`src/rssa_defines.svh`:
```
// Constants for the rotate, shift and subtract datapath
`ifndef RSSA_DEFINES_SVH
`define RSSA_DEFINES_SVH
`define RSSA_OP_RR 8'hE0
`define RSSA_OP_RR_IND 8'hE1
`define RSSA_OP_RRC 8'hC0
`define RSSA_OP_RRC_IND 8'hC1
`define RSSA_OP_SRA 8'hD0
`define RSSA_OP_SRA_IND 8'hD1
`define RSSA_OP_SCF 8'hDF
`define RSSA_OP_SBC_RR 8'h32
`define RSSA_OP_SBC_RIR 8'h33
`define RSSA_OP_SBC_REG 8'h34
`define RSSA_OP_SBC_IND 8'h35
`define RSSA_OP_SBC_IMM 8'h36
`define RSSA_CYC_SHORT 4'h4
`define RSSA_CYC_LONG 4'h6
`define RSSA_LEN_ONE 2'h1
`define RSSA_LEN_TWO 2'h2
`define RSSA_LEN_THREE 2'h3
`define RSSA_FLAGS_RST 4'h0
`endif

```
`src/rssa_pkg.sv`:
```
// Types for the rotate, shift and subtract datapath
package rssa_pkg;
   typedef enum logic [2:0] {
      rotate_right_op, rotate_right_through_carry_op, subtract_with_borrow_op,
      force_carry_op, arith_shift_right_op, illegal_op
   } rssa_op_type;
   typedef struct packed {
      logic c;
      logic z;
      logic s;
      logic v;
   } rssa_flags_type;
   typedef struct packed {
      rssa_op_type op;
      logic indirect_register_mode;
      logic indirect_working_register_mode;
      logic immediate_mode;
      logic src_is_reg;
      logic [1:0] length;
      logic [3:0] cycles;
   } rssa_dec_type;
   typedef struct packed {
      logic [7:0] result;
      rssa_flags_type flags;
      logic write_dst;
   } rssa_res_type;
endpackage

```
`src/rssa_alu.sv`:
```
// Combinational result and flag logic
`timescale 1ns/100ps
`default_nettype none
module rssa_alu
   import rssa_pkg::*;
(
   input wire rssa_op_type op,
   input wire logic [7:0] dst,
   input wire logic [7:0] src,
   input wire rssa_flags_type flags_in,
   output rssa_res_type res
);
   logic [8:0] diff;
   always_comb begin
      diff = {1'b0, dst} - {1'b0, src} - {8'h00, flags_in.c};
      res.result = dst;
      res.flags = flags_in;
      res.write_dst = 1'b0;
      case (op)
         rotate_right_op: begin
            res.result = {dst[0], dst[7:1]};
            res.flags.c = dst[0];
            res.write_dst = 1'b1;
         end
         rotate_right_through_carry_op: begin
            res.result = {flags_in.c, dst[7:1]};
            res.flags.c = dst[0];
            res.write_dst = 1'b1;
         end
         arith_shift_right_op: begin
            res.result = {dst[7], dst[7:1]};
            res.flags.c = dst[0];
            res.write_dst = 1'b1;
         end
         subtract_with_borrow_op: begin
            res.result = diff[7:0];
            res.flags.c = diff[8];
            res.write_dst = 1'b1;
         end
         force_carry_op: begin
            res.flags.c = 1'b1;
         end
         default: begin
            res.write_dst = 1'b0;
         end
      endcase
      if (res.write_dst) begin
         res.flags.z = (res.result == 8'h00);
         res.flags.s = res.result[7];
      end
      case (op)
         rotate_right_op, rotate_right_through_carry_op: res.flags.v = res.result[7] ^ dst[7];
         arith_shift_right_op: res.flags.v = 1'b0;
         subtract_with_borrow_op: res.flags.v = (dst[7] ^ src[7]) & (res.result[7] == src[7]);
         default: res.flags.v = flags_in.v;
      endcase
   end
endmodule
`default_nettype wire

```
`src/rssa_core.sv`:
```
// Sequenced executor: decode, operand fetch, write back
`timescale 1ns/100ps
`default_nettype none
`include "rssa_defines.svh"
module rssa_core
   import rssa_pkg::*;
(
   input wire logic clock,
   input wire logic reset,
   input wire logic start,
   input wire logic [7:0] opcode,
   input wire logic [7:0] byte2,
   input wire logic [7:0] byte3,
   output logic rf_rd_en_ff,
   output logic [7:0] rf_rd_addr_ff,
   input wire logic [7:0] rf_rd_data,
   output logic rf_wr_en_ff,
   output logic [7:0] rf_wr_addr_ff,
   output logic [7:0] rf_wr_data_ff,
   output logic [3:0] flags_ff,
   output logic busy_ff,
   output logic done_ff,
   output logic illegal_ff,
   output logic [1:0] length_ff
);
   ////////////////////////////////////////////////////////////////////////////
   typedef enum logic [2:0] {
      st_idle, st_ptr, st_dst, st_src_ptr, st_src, st_exec, st_wait
   } rssa_state_type;
   rssa_state_type state_ff;
   rssa_dec_type dec, dec_ff;
   logic [7:0] dst_addr_ff, src_addr_ff, dst_val_ff, src_val_ff;
   logic [3:0] cnt_ff;
   rssa_res_type res;
   rssa_flags_type cur_flags;

   assign cur_flags = flags_ff;

   // Decode table, lengths and cycle counts per opcode
   always_comb begin
      dec = '0;
      dec.op = illegal_op;
      dec.length = `RSSA_LEN_TWO;
      dec.cycles = `RSSA_CYC_SHORT;
      case (opcode)
         `RSSA_OP_RR: dec.op = rotate_right_op;
         `RSSA_OP_RR_IND: begin
            dec.op = rotate_right_op;
            dec.indirect_register_mode = 1'b1;
         end
         `RSSA_OP_RRC: dec.op = rotate_right_through_carry_op;
         `RSSA_OP_RRC_IND: begin
            dec.op = rotate_right_through_carry_op;
            dec.indirect_register_mode = 1'b1;
         end
         `RSSA_OP_SRA: dec.op = arith_shift_right_op;
         `RSSA_OP_SRA_IND: begin
            dec.op = arith_shift_right_op;
            dec.indirect_register_mode = 1'b1;
         end
         `RSSA_OP_SCF: begin
            dec.op = force_carry_op;
            dec.length = `RSSA_LEN_ONE;
         end
         `RSSA_OP_SBC_RR: begin
            dec.op = subtract_with_borrow_op;
            dec.src_is_reg = 1'b1;
         end
         `RSSA_OP_SBC_RIR: begin
            dec.op = subtract_with_borrow_op;
            dec.indirect_working_register_mode = 1'b1;
            dec.cycles = `RSSA_CYC_LONG;
         end
         `RSSA_OP_SBC_REG: begin
            dec.op = subtract_with_borrow_op;
            dec.src_is_reg = 1'b1;
            dec.length = `RSSA_LEN_THREE;
            dec.cycles = `RSSA_CYC_LONG;
         end
         `RSSA_OP_SBC_IND: begin
            dec.op = subtract_with_borrow_op;
            dec.indirect_register_mode = 1'b1;
            dec.length = `RSSA_LEN_THREE;
            dec.cycles = `RSSA_CYC_LONG;
         end
         `RSSA_OP_SBC_IMM: begin
            dec.op = subtract_with_borrow_op;
            dec.immediate_mode = 1'b1;
            dec.length = `RSSA_LEN_THREE;
            dec.cycles = `RSSA_CYC_LONG;
         end
         default: dec.op = illegal_op;
      endcase
   end

   ////////////////////////////////////////////////////////////////////////////
   rssa_alu u_alu (
      .op(dec_ff.op),
      .dst(dst_val_ff),
      .src(src_val_ff),
      .flags_in(cur_flags),
      .res(res)
   );

   ////////////////////////////////////////////////////////////////////////////
   // Sequencer; total cycles padded to the documented count
   always_ff @(posedge clock or posedge reset) begin
      if (reset) begin
         state_ff <= st_idle;
         dec_ff <= '0;
         dst_addr_ff <= 8'h00;
         src_addr_ff <= 8'h00;
         dst_val_ff <= 8'h00;
         src_val_ff <= 8'h00;
         cnt_ff <= 4'h0;
         rf_rd_en_ff <= 1'b0;
         rf_rd_addr_ff <= 8'h00;
         busy_ff <= 1'b0;
         illegal_ff <= 1'b0;
         length_ff <= 2'h0;
      end else begin
         rf_rd_en_ff <= 1'b0;
         cnt_ff <= cnt_ff + 4'h1;
         case (state_ff)
            st_idle: begin
               cnt_ff <= 4'h1;
               if (start) begin
                  dec_ff <= dec;
                  illegal_ff <= (dec.op == illegal_op);
                  length_ff <= dec.length;
                  busy_ff <= (dec.op != illegal_op);
                  // For 34/35 the source byte precedes the destination
                  dst_addr_ff <= (dec.length == `RSSA_LEN_THREE && !dec.immediate_mode) ? byte3 : byte2;
                  src_addr_ff <= (dec.length == `RSSA_LEN_THREE && !dec.immediate_mode) ? byte2 : byte3;
                  src_val_ff <= byte3;
                  if (dec.op == force_carry_op) begin
                     state_ff <= st_exec;
                  end else if (dec.op != illegal_op) begin
                     rf_rd_en_ff <= 1'b1;
                     rf_rd_addr_ff <= (dec.length == `RSSA_LEN_THREE && !dec.immediate_mode) ? byte3 : byte2;
                     state_ff <= (dec.indirect_register_mode && dec.op != subtract_with_borrow_op) ? st_ptr : st_dst;
                  end
               end
            end
            st_ptr: begin
               // Pointer register is only read, never written back
               dst_addr_ff <= rf_rd_data;
               rf_rd_en_ff <= 1'b1;
               rf_rd_addr_ff <= rf_rd_data;
               state_ff <= st_dst;
            end
            st_dst: begin
               dst_val_ff <= rf_rd_data;
               if (dec_ff.op == subtract_with_borrow_op && !dec_ff.immediate_mode) begin
                  rf_rd_en_ff <= 1'b1;
                  rf_rd_addr_ff <= src_addr_ff;
                  state_ff <= dec_ff.src_is_reg ? st_src : st_src_ptr;
               end else begin
                  // Operands ready: straight to wait; indirect forms finish in the same cycle count
                  state_ff <= st_wait;
               end
            end
            st_src_ptr: begin
               rf_rd_en_ff <= 1'b1;
               rf_rd_addr_ff <= rf_rd_data;
               state_ff <= st_src;
            end
            st_src: begin
               src_val_ff <= rf_rd_data;
               state_ff <= st_wait;
            end
            st_exec: begin
               state_ff <= st_wait;
            end
            st_wait: begin
               if (cnt_ff >= dec_ff.cycles - 4'h1) begin
                  state_ff <= st_idle;
                  busy_ff <= 1'b0;
               end
            end
            default: state_ff <= st_idle;
         endcase
      end
   end

   ////////////////////////////////////////////////////////////////////////////
   // Commit: result write and flags in the same final edge
   logic commit;
   assign commit = (state_ff == st_wait) && (cnt_ff >= dec_ff.cycles - 4'h1);

   // ALU output is steady through wait, operands and flags do not move until commit
   always_ff @(posedge clock or posedge reset) begin
      if (reset) begin
         flags_ff <= `RSSA_FLAGS_RST;
         rf_wr_en_ff <= 1'b0;
         rf_wr_addr_ff <= 8'h00;
         rf_wr_data_ff <= 8'h00;
         done_ff <= 1'b0;
      end else begin
         rf_wr_en_ff <= commit && res.write_dst;
         rf_wr_addr_ff <= dst_addr_ff;
         rf_wr_data_ff <= res.result;
         done_ff <= commit;
         if (commit) begin
            flags_ff <= res.flags;
         end
      end
   end
endmodule
`default_nettype wire

```
`config.mk`:
```
export PLATFORM = sky130hd
export DESIGN_NAME = rssa_core
export DESIGN_NICKNAME = d
export VERILOG_FILES = /design/src/rssa_pkg.sv /design/src/rssa_alu.sv /design/src/rssa_core.sv
export VERILOG_INCLUDE_DIRS = /design/src
export SDC_FILE = /design/constraint.sdc
export NUM_CORES = 1
export LEC_CHECK = 0
export BUFFER_PORTS_ARGS = -buffer_cell sky130_fd_sc_hd__buf_2
export CORE_ASPECT_RATIO = 0.6
export CORE_MARGIN = 1.5
export CORE_UTILIZATION = 42
export CTS_CLUSTER_SIZE = 24
export DETAILED_ROUTE_END_ITERATION = 10
export PLACE_DENSITY = 0.61
export SLEW_MARGIN = 15
export SYNTH_ARGS = -nofsm -noshare
export SYNTH_HDL_FRONTEND = slang
export SYNTH_SLANG_ARGS = --single-unit
```
`constraint.sdc`:
```
create_clock -name clock -period 8.2 [get_ports clock]
set_clock_uncertainty 0.2 [all_clocks]
set_input_delay 1.23 -clock clock [delete_from_list [all_inputs] [get_ports clock]]
set_output_delay 1.23 -clock clock [all_outputs]
set_load 0.01 [all_outputs]
```
# ---- Word-level counts from Yosys, hierarchy flattened
# Cells that the tools add are included.
# W data, S select, Z words.
dict set report op_classes {
  n_addsub 4
  order_cmp 1
  eq_ne 34
  muxes 38
  n_bitwise 3
  n_reduce_logical 38
}
# operator count
set ops {}
lappend ops {{$mux W8} 8}
lappend ops {{$eq A8 B8 Y1 const B} 7}
lappend ops {{$eq A8 B6 Y1 const B} 5}
lappend ops {{$pmux W8 S2} 2}
lappend ops {{$pmux W8 S4} 1}
lappend ops {{$pmux W8 S3} 1}
lappend ops {{$mux W3} 6}
lappend ops {{$pmux W3 S6} 1}
lappend ops {{$eq A3 B2 Y1 const B} 5}
lappend ops {{$eq A3 B3 Y1 const B} 5}
lappend ops {{$pmux W3 S5} 1}
lappend ops {{$reduce_or A2 Y1} 7}
lappend ops {{$reduce_and A2 Y1} 6}
lappend ops {{$reduce_or A4 Y1} 3}
lappend ops {{$mux W1} 10}
lappend ops {{$ne A2 B2 Y1 const B} 5}
lappend ops {{$pmux W1 S3} 3}
lappend ops {{$reduce_bool A3 Y1} 3}
lappend ops {{$sub A8 B8 Y9} 1}
lappend ops {{$sub A9 B1 Y9} 1}
lappend ops {{$logic_not A8 Y1} 1}
lappend ops {{$eq A3 B1 Y1 const B} 2}
lappend ops {{$logic_not A3 Y1} 2}
lappend ops {{$ne A3 B3 Y1 const B} 2}
lappend ops {{19 further kinds} 30}
dict set report totals {
  regBits 83
  output_inout_bits 35
  wordCells 140
}

# ---- Longest topological paths before layout
# Gate-level depths: netlist of the first run.
dict set report depth {
  ltp_word 10
  mapped_depth 12
  mapped_depth_nobuf 11
}

# ---- Cells and area by module
# A second synthesis of the first run with hierarchy kept.
dict set report unflattened {
  hier_cells 457
  hier_area_um2 4500.6
}
# mod n_inst cells_each area_each_um2 seq_area_each_um2
set modules_own_cells {}
lappend modules_own_cells {rssa_core 1 320 3580.9 2026.9}
lappend modules_own_cells {rssa_alu 1 137 919.6 0.0}

# ---- Worst setup path before layout of the first run
# No wires, ideal clock.
dict set report synth_path {
  path_type {input to register}
  startpoint {in opcode[6]}
  endpoint {reg rf_rd_addr_ff[0]}
  t_arrival_ns 2.922
  setup_slack_ns 4.953
  path_stages 7
  path_buffers 1
  cell_sequence {nand4bb_2 > nor4_4 > buf_6 > mux2_2 > a22oi_1 > o21ai_0 > mux2_2}
}
dict set report synth_between {
  elab_chain_cells 10
  word_cells_on_any_way 33
}
# element line
set synth_rtl {}
lappend synth_rtl {{start: declaration} rssa_core.sv:11} ;# input wire logic [7:0] opcode,
lappend synth_rtl {{$eq A8 B6 Y1} rssa_core.sv:45} ;# case (opcode)
lappend synth_rtl {{$reduce_or A3 Y1 (no line)} --}
lappend synth_rtl {{$pmux W2 S2} rssa_core.sv:45}
lappend synth_rtl {{$eq A2 B2 Y1 (no line)} --}
lappend synth_rtl {{$logic_and A1 B1 Y1} rssa_core.sv:140} ;# rf_rd_addr_ff <= (dec.length == `RSSA_LEN_THREE && !dec.immediate_mode) ? byte3 : byte2;
lappend synth_rtl {{$mux W8} rssa_core.sv:140}
lappend synth_rtl {{$mux W8} rssa_core.sv:138} ;# end else if (dec.op != illegal_op) begin
lappend synth_rtl {{$mux W8} rssa_core.sv:136} ;# if (dec.op == force_carry_op) begin
lappend synth_rtl {{$mux W8} rssa_core.sv:127} ;# if (start) begin
lappend synth_rtl {{$pmux W8 S3} rssa_core.sv:124} ;# case (state_ff)
lappend synth_rtl {{end signal: assignment} rssa_core.sv:140}
lappend synth_rtl {{end signal: assignment} rssa_core.sv:149} ;# rf_rd_addr_ff <= rf_rd_data;
lappend synth_rtl {{end signal: assignment} rssa_core.sv:156} ;# rf_rd_addr_ff <= src_addr_ff;
lappend synth_rtl {{end: declaration} rssa_core.sv:15} ;# output logic [7:0] rf_rd_addr_ff,
# Several ways; a longest one is shown, not always the timed one. The select of a mux whose other input is x is not followed.
# A chain may end at the register's enable or synchronous reset.

# ---- Worst setup path in the final report of the first run
dict set report layout_path {
  startpoint {reg state_ff[1]}
  endpoint {reg dec_ff[1] (netlist bit)}
}
dict set report layout_between {
  elab_chain_cells 2
}
# element line
set layout_rtl {}
lappend layout_rtl {{start: declaration} rssa_core.sv:30} ;# rssa_state_type state_ff;
lappend layout_rtl {{start signal: assignment} rssa_core.sv:109} ;# state_ff <= st_idle;
lappend layout_rtl {{start signal: assignment} rssa_core.sv:137} ;# state_ff <= st_exec;
lappend layout_rtl {{start signal: assignment} rssa_core.sv:141} ;# state_ff <= (dec.indirect_register_mode && dec.op != subtract_with_borrow_op) ? st_ptr : st_dst;
lappend layout_rtl {{$logic_not A3 Y1} rssa_core.sv:124}
lappend layout_rtl {{$reduce_and A2 Y1 (no line)} --}
lappend layout_rtl {{end signal: assignment} rssa_core.sv:110} ;# dec_ff <= '0;
lappend layout_rtl {{end signal: assignment} rssa_core.sv:128} ;# dec_ff <= dec;
lappend layout_rtl {{end: declaration} rssa_core.sv:31} ;# rssa_dec_type dec, dec_ff;
# Every way passes these cells.

==> results.txt, run 1 <==
* Status: finished, final reports clean
- Clock buffers created by TritonCTS: 9
* Number of antenna violations at the first check in global routing: 0
- The most common cell in the synthesized netlist is sky130_fd_sc_hd__dfrtp_1.
* Clock input transition at the sequential cells of the worst setup and hold paths: 0.06 ns
* Top flip-flop cell by instance count after synthesis: sky130_fd_sc_hd__dfrtp_1
- At the pin with the least slew margin, the transition time is 0.978 ns.
- Measured along the x axis, the die boundary spans 137 µm.
* Total of warnings raised by yosys: 0
- Vias: 3819
- The share of synthesized area in the top cell type comes to 0.447.
- The region available for standard cell placement spans 0.0105 mm².
- The number of nets in the synthesized netlist is 533.
- Yosys attributes the largest share of cell area to sky130_fd_sc_hd__dfrtp_1, sky130_fd_sc_hd__nand2_1, sky130_fd_sc_hd__ha_1.
- Of the total power, combinational logic draws 0.489.
- Counting every instance in the synthesized netlist gives 477.
* Top-level I/O count: 70
* Floorplan die height: 83.5 µm
- Global route total overflow: 0
* Number of vias per cell: 5.58
- Routed Antenna Nets: 0
* Die ar.: 0.0114 mm²
- Sequential area share after synthesis: 0.447
- Initial standard-cell utilization of the core: 0.431
- In the global route stage, overall resource usage came out at 0.212.
* Post-synth EDFFs: 0
- Number of max-slew violations in the final report: 0
- The H-tree generated during clock tree synthesis spans 3 levels.
* Final weighted congestion in routability-driven placement: roughly 0.86
* Maximum fanout encountered on the critical timing path: 33
- Maximum number of pins on one net before global-route repair: 82
* Accumulated negative setup slack: 0 ns
- After synthesis, the netlist uses 56 different library cells.
- 0 antenna diodes ended up in the layout.
- TritonCTS built the clock tree.
* Int Pwr: 0.00131 W
- The via count of the first global-routing pass was 3810.
- Counting the fill cells in the layout gives 992.
- The number of setup buffers added after CTS is 0.
- Area added between synthesis and finish: 17.4%
* WS Path Type: reg -> reg
* Most frequent cells after synthesis: sky130_fd_sc_hd__dfrtp_1, sky130_fd_sc_hd__nand2_1, sky130_fd_sc_hd__o21ai_0, sky130_fd_sc_hd__inv_1, sky130_fd_sc_hd__nor2_1
- Post-layout util: 0.506
* Ratio of cells with drive above 1 in the final layout: 0.212
- Synth async-reset ratio: 1.00
* Clock power frac: 0.183
* Standard-cell rows: 29
* Worst ir drop on vdd: 0.171 mV
- The tool flagged a number of max-cap violations equal to 0.
- Port Buffers: 69
- Period Utilization, post-route: 0.418
- Number of hold-slack violations in the final timing report: 0
* Nets: 597
- The number of gates resized after CTS was 0.
* Worst slew slack as a fraction of its limit: 0.346
- Dpl hpwl: 8370 µm
- Summed over all nets, the switching power comes to 0.000976 W.
* Final Critical Period: 3.43 ns
- Startpoint type of the worst setup path: flip-flop
* Clock sink count: around 80
- Worst path arrival time: 3.47 ns
- Achievable frequency: between 200 and 300 MHz
- Power density normalized to cell area: 431 mW/mm²
- Fraction of power consumed by sequential logic: 0.328
- Number of optimization iterations in the first detailed-route pass: 5
- Area of the mapped netlist: 0.00453 mm²
- The tree is rooted in a sky130_fd_sc_hd__clkbuf_16.
- After synthesis the netlist holds a flip-flop and latch count of 81.
- Wire length reported by the detailed router: 11500 µm
- Data on the critical path is required at its endpoint by 8.24 ns.
- The tightest min-delay check is of the reg -> reg type.
- For this design the static power due to leakage is approximately 2.5 nW.
- The average instance in the mapped netlist occupies 9.50 µm².
- DRC marker count from the first detailed-route iteration: 266
- The first global-routing pass estimated 19100 µm of wire.
- In the final routed layout, each cell accounts on average for 16.8 µm.
- Of the total power, the share spent switching nets is 0.426.
- STA classifies the critical path endpoint as a flip-flop.
* Total of hold buffers inserted after clock tree synthesis: 0
* Setup violation total in the final timing report: 0
- Bufs on Longest Clock Path: 2
- After layout, the design draws a total of 0.00229 W.
- Synth area leader: sky130_fd_sc_hd__dfrtp_1
* Setup repair after global routing missed its margin: false
* Clock latency on the worst-skew pair: 0.33 ns
* Count of unresolved DRC violations after routing: 0
-- worst max-delay path: stages, from the launching register on --
cell and delay (ns):
sky130_fd_sc_hd__dfrtp_1 0.70, sky130_fd_sc_hd__nor3_1 0.79, sky130_fd_sc_hd__nand2_1 0.79, sky130_fd_sc_hd__or4_1 0.75, sky130_fd_sc_hd__o21ai_0 0.10
-- state kept, by name, summed over array words and instances (netlist names) --
name,flops
rf_rd_en_ff,1
length_ff,2
src_addr_ff,8
illegal_ff,1
rf_wr_data_ff,8
busy_ff,1
flags_ff,4
rf_wr_addr_ff,8
src_val_ff,8
rf_wr_en_ff,1
dec_ff,7
state_ff,3
dst_val_ff,8
done_ff,1
dst_addr_ff,8
rf_rd_addr_ff,8
cnt_ff,4
-- cells in the final DEF (no fill, tap or decap), drive strengths merged, types with 7 or more instances in the layout --
master  netlist  routed
inv          34      33
clkbuf       13      14
nor3          7       7
buf           8      74
nand2        73      73
dfrtp        81      81
mux2         18      18
a21oi        14      14
o22ai         9       9
mux2i        18      18
o21ai        41      41
a22oi        26      26
nand3         8       8
nor2         30      30
ha           19      19
-- power by group through the flow --
stage	Combinational [W]	Sequential, W	Clock [W]
after floorplan	0.000816	0.000710	0
after global placement	0.00108	0.000747	0
after detailed placement	0.00110	0.000752	0
after CTS	0.00111	0.000746	0.000426
after global routing	0.00127	0.000775	0.000442
final	0.00112	0.000752	0.000418
-- metrics by stage --
stage	hold slack (ns)	setup WS [ns]	cells	instance area, µm²
after floorplan	0.154	4.69	477	4530
after global placement	0.163	4.77	668	4980
after detailed placement	0.166	4.69	668	4980
after CTS	0.182	4.82	684	5290
after global routing	0.197	4.44	685	5320
final	0.181	4.77	685	5320
-- worst paths after layout --
kind                                            start                         end  slack, ns  depth (start not counted)
max                           state_ff[1]$_DFFE_PP0P_       dec_ff[1]$_DFFE_PP0P_       4.77                          4
min                        dst_addr_ff[2]$_DFFE_PP0P_  rf_wr_addr_ff[2]$_DFF_PP0_       0.18                          0
max reg2reg                   state_ff[1]$_DFFE_PP0P_       dec_ff[1]$_DFFE_PP0P_       4.77                          4
min reg2reg                dst_addr_ff[2]$_DFFE_PP0P_  rf_wr_addr_ff[2]$_DFF_PP0_       0.18                          0
max in group asynchronous                       reset         cnt_ff[2]$_DFF_PP0_       6.46                          4
min in group asynchronous                       reset   dst_val_ff[2]$_DFFE_PP0P_       0.74                          3
-- logic make-up (layout without fill, tap and decap cells) --
family                   after synthesis  after routing  synth area share
XOR/XNOR                               8              8            0.0155
AO/OA/AOI/OAI                        124            124             0.181
flip-flops                            81             81             0.447
AND/OR/NAND/NOR                      152            152             0.160
buffers and inverters                 55            124            0.0508
multiplexers                          36             36            0.0845
adder cells (fa/ha/maj)               21             21            0.0613
-- area by class of cell --
cell class | count | area [µm²] | area share
Inverter | 34 | 129 | 0.0242
Clock buffer | 14 | 274 | 0.0515
Clock inverter | 2 | 35.0 | 0.00658
Multi-Input combinational cell | 341 | 2280 | 0.428
Sequential cell | 81 | 2030 | 0.381
Tap cell | 139 | 174 | 0.0327
Timing Repair Buffer | 74 | 403 | 0.0757
-- per-layer routing --
metal / global-route usage / vias up / wire length [µm]
met3: 0.0431 / 12 / 719
met4: 0.0478 / 0 / 145
met1: 0.323 / 1848 / 5770
met5: 0 / - / 0
met2: 0.307 / 133 / 4850
li1: - / 1826 / -
Power figures use the tool's default switching activity.
==> inputs of run 2 (changes only) <==
==> constraint.sdc (replaced) <==
create_clock -name clock -period 3.45 [get_ports clock]
set_clock_uncertainty 0.2 [all_clocks]
set_input_delay 0.5175 -clock clock [delete_from_list [all_inputs] [get_ports clock]]
set_output_delay 0.5175 -clock clock [all_outputs]
set_load 0.01 [all_outputs]
==> results.txt, run 2 (synthesis results as in run 1) <==
* Status: finished, final reports clean (unchanged)
* Number of optimization iterations in the first detailed-route pass: 5 (unchanged)
* TritonCTS clock tree: yes (unchanged)
- Core Footprint: 0.0105 mm² (unchanged)
- Clock latency on the worst-skew pair: 0.34 ns (was 0.33 ns)
* Fillers: 1011 (was 992)
* Clock root cell: sky130_fd_sc_hd__clkbuf_16 (unchanged)
- Final weighted congestion in routability-driven placement: 0.890 (was 0.863)
- The family with the most delay on the worst path was compound AO/OA/AOI/OAI gates (was simple AND/OR/NAND/NOR gates).
- The maximum fanout along the worst path came to 4 (was 33).
- The clock slew seen by the registers of the worst setup and hold paths is 0.06 ns (about the same).
* Count of unresolved DRC violations after routing: 0 (unchanged)
* Leakage power figure: 2.48 nW (was 2.47 nW)
* Number of buffers and inverters on the critical path: 2 (was 0)
- The maximum cell stage delay along the critical path was 0.56 ns (was 0.79 ns).
* Setup violation total in the final timing report: 0 (unchanged)
- Ratio of cells with drive above 1 in the final layout: 0.224 (was 0.212)
- Most common library cell in the layout ignoring fill and taps: sky130_fd_sc_hd__dfrtp_1 (unchanged)
* Startpoint type of the worst setup path: flip-flop (unchanged)
- The count of nets left with antenna violations after detail routing is 0 (unchanged).
* Dpl hpwl: 8880 µm (was 8370 µm)
- Clock sink count: 81 (unchanged)
- The global route total overflow came to 0 (unchanged).
- Top-level I/O count: 70 (unchanged)
- The critical path data arrival time is 3.14 ns (was 3.47 ns).
- Most used cells in the layout excluding fill and tap cells: sky130_fd_sc_hd__dfrtp_1, sky130_fd_sc_hd__nand2_1, sky130_fd_sc_hd__buf_2 (unchanged).
- Accumulated negative setup slack: 0 ns (unchanged)
* Bufs on Longest Clock Path: 2 (unchanged)
- The total number of H-tree levels was 3 (unchanged).
* DRC marker count from the first detailed-route iteration: 336 (was 266)
- The share of the cycle needed by the critical path after routing was 0.895 (was 0.418).
- Aggregate global-route resource usage: 0.224 (was 0.212)
- Number of vias per cell: 5.52 (was 5.58)
- The CTS buffer count came to 9 (unchanged).
* Post-CTS Setup Inserts: 0 (unchanged)
- The endpoint type of the worst setup path is a flip-flop (unchanged).
- The final period demand of the worst path was 3.09 ns (was 3.43 ns).
- Floorplan die height: 83.5 µm (unchanged)
- The type of the setup path with the least slack was reg -> reg (unchanged).
- Required arrival time at the worst endpoint: 3.51 ns (was 8.24 ns)
- Initial standard-cell utilization of the core: 0.431 (unchanged)
* Post_cts resized: 0 (unchanged)
- The timing-limited maximum frequency came to 324 MHz (was 291 MHz).
- Worst slew slack as a fraction of its limit: 0.458 (was 0.346)
- The slack of the critical path came to 0.362 ns (was 4.77 ns).
- Slew of the pin with the lowest slew margin: 0.813 ns (was 0.978 ns)
- The area of all sequential standard cells is 0.00203 mm² (unchanged).
- The slack of the worst reg-to-reg path came to 0.36 ns (was 4.77 ns).
- WL/cell: 17.0 µm (was 16.8 µm)
* Vias: 3818 (was 3819)
- Wire length reported by the detailed router: 11800 µm (was 11500 µm)
- The global-route wire length before repair was 19800 µm (was 19100 µm).
- Total of hold buffers inserted after clock tree synthesis: 0 (unchanged)
- Place WS: 0.367 ns (was 4.69 ns)
* Via count of the first global-routing pass: 3884 (was 3810)
- Area added between synthesis and finish: 17.6% (was 17.4%)
- Classification of the worst-slack hold path: in -> async (was reg -> reg)
- Horizontal die dimension: 137 µm (unchanged)
- The worst IR drop on VDD is 0.412 mV (was 0.171 mV).
- Diodes inserted: 0 (unchanged)
* Number of hold-slack violations in the final timing report: 0 (unchanged)
- Cells traversed along the worst timing path: inv_1, fa_1, inv_1, ha_1, o211ai_1, o211ai_1, a211o_1, a31oi_1, mux2_2, a41oi_1 (was nor3_1, nand2_1, or4_1, o21ai_0)
- Cell with the largest stage delay on the worst path: sky130_fd_sc_hd__fa_1 (was sky130_fd_sc_hd__nor3_1)
- Die ar.: 0.0114 mm² (unchanged)
* Reg2reg start: flags_ff[3]$_DFFE_PP0P_ (was state_ff[1]$_DFFE_PP0P_)
* Standard-cell rows: 29 (unchanged)
- Power density normalized to cell area: 1010 mW/mm² (was 431 mW/mm²)
- Nets: 604 (was 597)
* Number of max-slew violations in the final report: 0 (unchanged)
- The multi-input gate area in the final layout was 0.00228 mm² (unchanged).
- Reg2Reg Capture Point: flags_ff[0]$_DFFE_PP0P_ (was dec_ff[1]$_DFFE_PP0P_)
* Logic depth of the worst register-to-register path: 10 (was 4)
- Setup repair after global routing missed its margin: false (unchanged)
- The reported max-cap violation count came to 0 (unchanged).
- Number of antenna violations at the first check in global routing: 0 (unchanged)
- The count of input and output buffers was 69 (unchanged).
* Setup crit start: flags_ff[3]$_DFFE_PP0P_ (was state_ff[1]$_DFFE_PP0P_)
- Maximum number of pins on one net before global-route repair: 46 (was 82)
-- run 2: changes by cell type in the layout (fill, tap and decap cells not counted), sizes merged --
cell    previous run  this run
buf               74        81
bufinv             1         0
clkinv             2         5
clkbuf            14        12
-- run 2: worst max-delay path by stage --
stage,to,cells past startpoint
finish,flags_ff[0]$_DFFE_PP0P_,10
detailed placement,flags_ff[0]$_DFFE_PP0P_,10
CTS,flags_ff[0]$_DFFE_PP0P_,10
floorplan,flags_ff[0]$_DFFE_PP0P_,10
global route,flags_ff[0]$_DFFE_PP0P_,10
global placement,flags_ff[0]$_DFFE_PP0P_,10
-- run 2: final cells by class --
type | count | area share
Multi-Input combinational cell | 341 | 0.428
Sequential cell | 81 | 0.380
Timing Repair Buffer | 81 | 0.0817
Clock buffer | 12 | 0.0481
Tap cell | 139 | 0.0326
Inverter | 34 | 0.0242
Clock inverter | 4 | 0.00517
-- run 2: through the flow --
stage / hold slack [ns] / utilization / cell area (µm²) / cells / power, W
global route: 0.156 / 0.506 / 5330 / 692 / 0.00588
finish: 0.0952 / 0.506 / 5330 / 692 / 0.00540
global placement: 0.168 / 0.479 / 5040 / 676 / 0.00443
floorplan: 0.154 / - / 4530 / 477 / 0.00363
detailed placement: 0.169 / 0.479 / 5040 / 676 / 0.00446
CTS: 0.121 / 0.506 / 5320 / 692 / 0.00541
-- run 2: layer usage --
layer | routed length, µm | vias up | global-route usage | part of all wire
met3 | 725 | 10 | 0.0565 | 0.061
li1 | - | 1844 | - | -
met4 | 142 | 0 | 0.0632 | 0.012
met1 | 5890 | 1860 | 0.336 | 0.50
met2 | 5040 | 104 | 0.318 | 0.43
met5 | 0 | - | 0 | 0
-- run 2: where the power goes --
group	internal (W)	total, W	switching [W]
clock network	0.000527	0.000919	0.000391
registers	0.00138	0.00175	0.000374
logic	0.00115	0.00273	0.00158
total	0.00305	0.00540	0.00235
==> inputs of run 3 (changes only) <==
--- a/config.mk
+++ b/config.mk
@@ -10,6 +10,7 @@
 export CORE_ASPECT_RATIO = 0.6
 export CORE_MARGIN = 1.5
 export CORE_UTILIZATION = 42
+export CTS_BUF_LIST = sky130_fd_sc_hd__clkbuf_4
 export CTS_CLUSTER_SIZE = 24
 export DETAILED_ROUTE_END_ITERATION = 10
 export PLACE_DENSITY = 0.61
==> results.txt, run 3 (synthesis results as in run 1) <==
- The source of the worst register-to-register timing path is flags_ff[3]$_DFFE_PP0P_ (unchanged).
- Total number of H-tree levels: 3 (unchanged)
- The area of all sequential standard cells came to 0.00203 mm² (unchanged).
- Setup repair after global routing missed its margin: false (unchanged)
- Area added between synthesis and finish: 14.0% (was 17.6%)
- The worst IR drop on VDD came to 0.315 mV (was 0.412 mV).
* Post_cts resized: 0 (unchanged)
* Area occupied by multi-input gates: 0.00228 mm² (unchanged)
- The sum of net half-perimeters after detailed placement is 8880 µm (unchanged).
- Cells traversed along the worst timing path: inv_1, fa_1, inv_1, ha_1, o211ai_1, o211ai_1, a211o_1, a31oi_1, mux2_2, a41oi_1 (unchanged).
* Wire length reported by the detailed router: 11700 µm (was 11800 µm)
- The timing endpoint of the critical path is flags_ff[0]$_DFFE_PP0P_ (unchanged).
- Final weighted congestion in routability-driven placement: 0.890 (unchanged)
- Number of vias per cell: 5.47 (was 5.52)
- The maximum cell stage delay along the critical path was 0.56 ns (about the same).
- Bufs on Longest Clock Path: 2 (unchanged)
* Accumulated negative setup slack: 0 ns (unchanged)
- The global-route wire length before repair was 19800 µm (about the same).
- Classification of the worst-slack hold path: in -> reg (was in -> async)
- Standard-cell rows: 29 (unchanged)
* Number of antenna violations at the first check in global routing: 0 (unchanged)
- The CTS buffer count was 9 (unchanged).
- The die span in x came to 137 µm (unchanged).
- The clock latency on the worst-skew pair was 0.43 ns (was 0.34 ns).
* Leakage power figure: 2.41 nW (was 2.48 nW)
* Global route total overflow: 0 (unchanged)
* Setup violation total in the final timing report: 0 (unchanged)
- Vias: 3794 (was 3818)
- The start point of the critical path was flags_ff[3]$_DFFE_PP0P_ (unchanged).
- The top-level I/O count came to 70 (unchanged).
* Die ar.: 0.0114 mm² (unchanged)
* Floorplan die height: 83.5 µm (unchanged)
- The share of the cycle needed by the critical path after routing is 0.901 (was 0.895).
* Routed Antenna Nets: 0 (unchanged)
- Count of unresolved DRC violations after routing: 0 (unchanged)
- Number of optimization iterations in the first detailed-route pass: 4 (was 5)
- WL/cell: 16.9 µm (was 17.0 µm)
- Startpoint type of the worst setup path: flip-flop (unchanged)
- The overall fraction of global-route tracks in use came to 0.224 (about the same).
- Levels on crit path: 10 (unchanged)
- WS Path Type: reg -> reg (unchanged)
* Core Footprint: 0.0105 mm² (unchanged)
* Maximum fanout encountered on the critical timing path: 4 (unchanged)
- The via count of the first global-routing pass came to 3867 (was 3884).
- Clock input transition at the sequential cells of the worst setup and hold paths: 0.13 ns (was 0.06 ns)
- The count of clock tree sinks came to 81 (unchanged).
- DRC marker count from the first detailed-route iteration: 297 (was 336)
- Reg2Reg Capture Point: flags_ff[0]$_DFFE_PP0P_ (unchanged)
- Post-CTS Setup Inserts: 0 (unchanged)
- The required arrival time at the worst endpoint was 3.61 ns (was 3.51 ns).
* Worst setup slack for register-to-register paths: 0.34 ns (was 0.36 ns)
- Status: finished, final reports clean (unchanged).
- Worst slew slack as a fraction of its limit: 0.456 (was 0.458)
* Fillers: 1026 (was 1011)
- Post-layout util: 0.491 (was 0.506)
- The cell at the root of the clock tree was sky130_fd_sc_hd__clkbuf_4 (was sky130_fd_sc_hd__clkbuf_16).
- Number of buffers and inverters on the critical path: 2 (unchanged)
- Logic depth of the worst register-to-register path: 10 (unchanged)
* Final Critical Period: 3.11 ns (was 3.09 ns)
- The number of antenna repair diodes was 0 (unchanged).
* Port Buffers: 69 (unchanged)
- The total count of max-transition violations in the final report came to 0 (unchanged).
* Achievable frequency: 322 MHz (was 324 MHz)
- The final net count came to 605 (was 604).
* Most common library cell in the layout ignoring fill and taps: sky130_fd_sc_hd__dfrtp_1 (unchanged)
- The clock tree from TritonCTS is yes (unchanged).
- The reported max-cap violation count came to 0 (unchanged).
- Family with the most delay on the worst path: compound AO/OA/AOI/OAI gates (unchanged)
- The endpoint type of the worst setup path is a flip-flop (unchanged).
- The slew at the pin closest to its max-slew limit is 0.817 ns (was 0.813 ns).
- The startpoint identified for the worst hold timing path is rf_rd_data[6].
- Initial standard-cell utilization of the core: 0.431 (unchanged)
- Worst path arrival time: 3.27 ns (was 3.14 ns)
* Cell with the largest stage delay on the worst path: sky130_fd_sc_hd__fa_1 (unchanged)
- Number of hold-slack violations in the final timing report: 0 (unchanged)
- Most used cells in the layout excluding fill and tap cells: sky130_fd_sc_hd__dfrtp_1, sky130_fd_sc_hd__nand2_1, sky130_fd_sc_hd__buf_2 (unchanged)
- Power density normalized to cell area: 961 mW/mm² (was 1010 mW/mm²)
- Maximum number of pins on one net before global-route repair: 46 (unchanged)
* Ratio of cells with drive above 1 in the final layout: 0.222 (was 0.224)
run 3: changes by cell type in the layout (fill, tap and decap cells not counted), sizes merged:
| cell | previous run | this run |
|---|---|---|
| clkbuf | 12 | 10 |
| clkinv | 5 | 7 |
| dlygate4sd3 | 0 | 1 |
run 3: what timing repair did:
action	in CTS	in global routing
endpoints found under the setup margin	0	0
hold buffers	1	0
endpoints found under the hold margin	43	0
run 3: layer usage:
layer  vias to the layer above  part of all wire  global-route usage
li1                       1847                 -                   -
met4                         0             0.011              0.0526
met2                        97              0.42               0.317
met3                        11             0.072              0.0686
met1                      1839              0.49               0.332
met5                         -                 0                   0
run 3: area by class of cell:
class / count / share of cell area
inverters: 34 / 0.0250
multi-input cells: 341 / 0.441
well taps: 139 / 0.0337
clock inverters: 6 / 0.00678
clock buffers: 10 / 0.0145
flip-flops and latches: 81 / 0.392
repair buffers: 82 / 0.0862
run 3: how the worst min path moves through the flow:
| stage | end | slack, ns | cells after the start |
|---|---|---|---|
| finish | dst_val_ff[6]$_DFFE_PP0P_ | 0.15 | 3 |
| global route | dst_val_ff[5]$_DFFE_PP0P_ | 0.11 | 3 |
| CTS | dst_val_ff[5]$_DFFE_PP0P_ | 0.12 | 3 |
| detailed placement | rf_wr_addr_ff[5]$_DFF_PP0_ | 0.17 | 0 |
| global placement | rf_wr_addr_ff[5]$_DFF_PP0_ | 0.17 | 0 |
| floorplan | rf_wr_addr_ff[0]$_DFF_PP0_ | 0.15 | 0 |
run 3: worst reg2reg max path: cells and delay by family, from the launching register on:
kind	cells	cell delay, ns
buffers and inverters	2	0.13
adders and majority gates	2	0.74
DFF	1	0.40
AOI/OAI and AO/OA	5	1.17
muxes	1	0.39
run 3: per-stage QoR:
stage,hold slack (ns),total power (W),setup WS [ns],std cells,cell area [µm²]
2_1_floorplan,0.154,0.00363,0.559,477,4530
3_3_place_gp,0.168,0.00443,0.507,676,5040
3_5_place_dp,0.169,0.00446,0.367,676,5040
4_1_cts,0.116,0.00498,0.352,693,5160
5_1_grt,0.112,0.00546,0.144,693,5160
6_report,0.146,0.00496,0.342,693,5160
run 3: report_power, final:
part	leakage [nW]	internal [W]	total (W)	switching [W]
registers	0.999	0.00137	0.00174	0.000370
logic	1.34	0.00115	0.00273	0.00158
clock network	0.0652	0.000152	0.000492	0.000340
total	2.41	0.00267	0.00496	0.00229
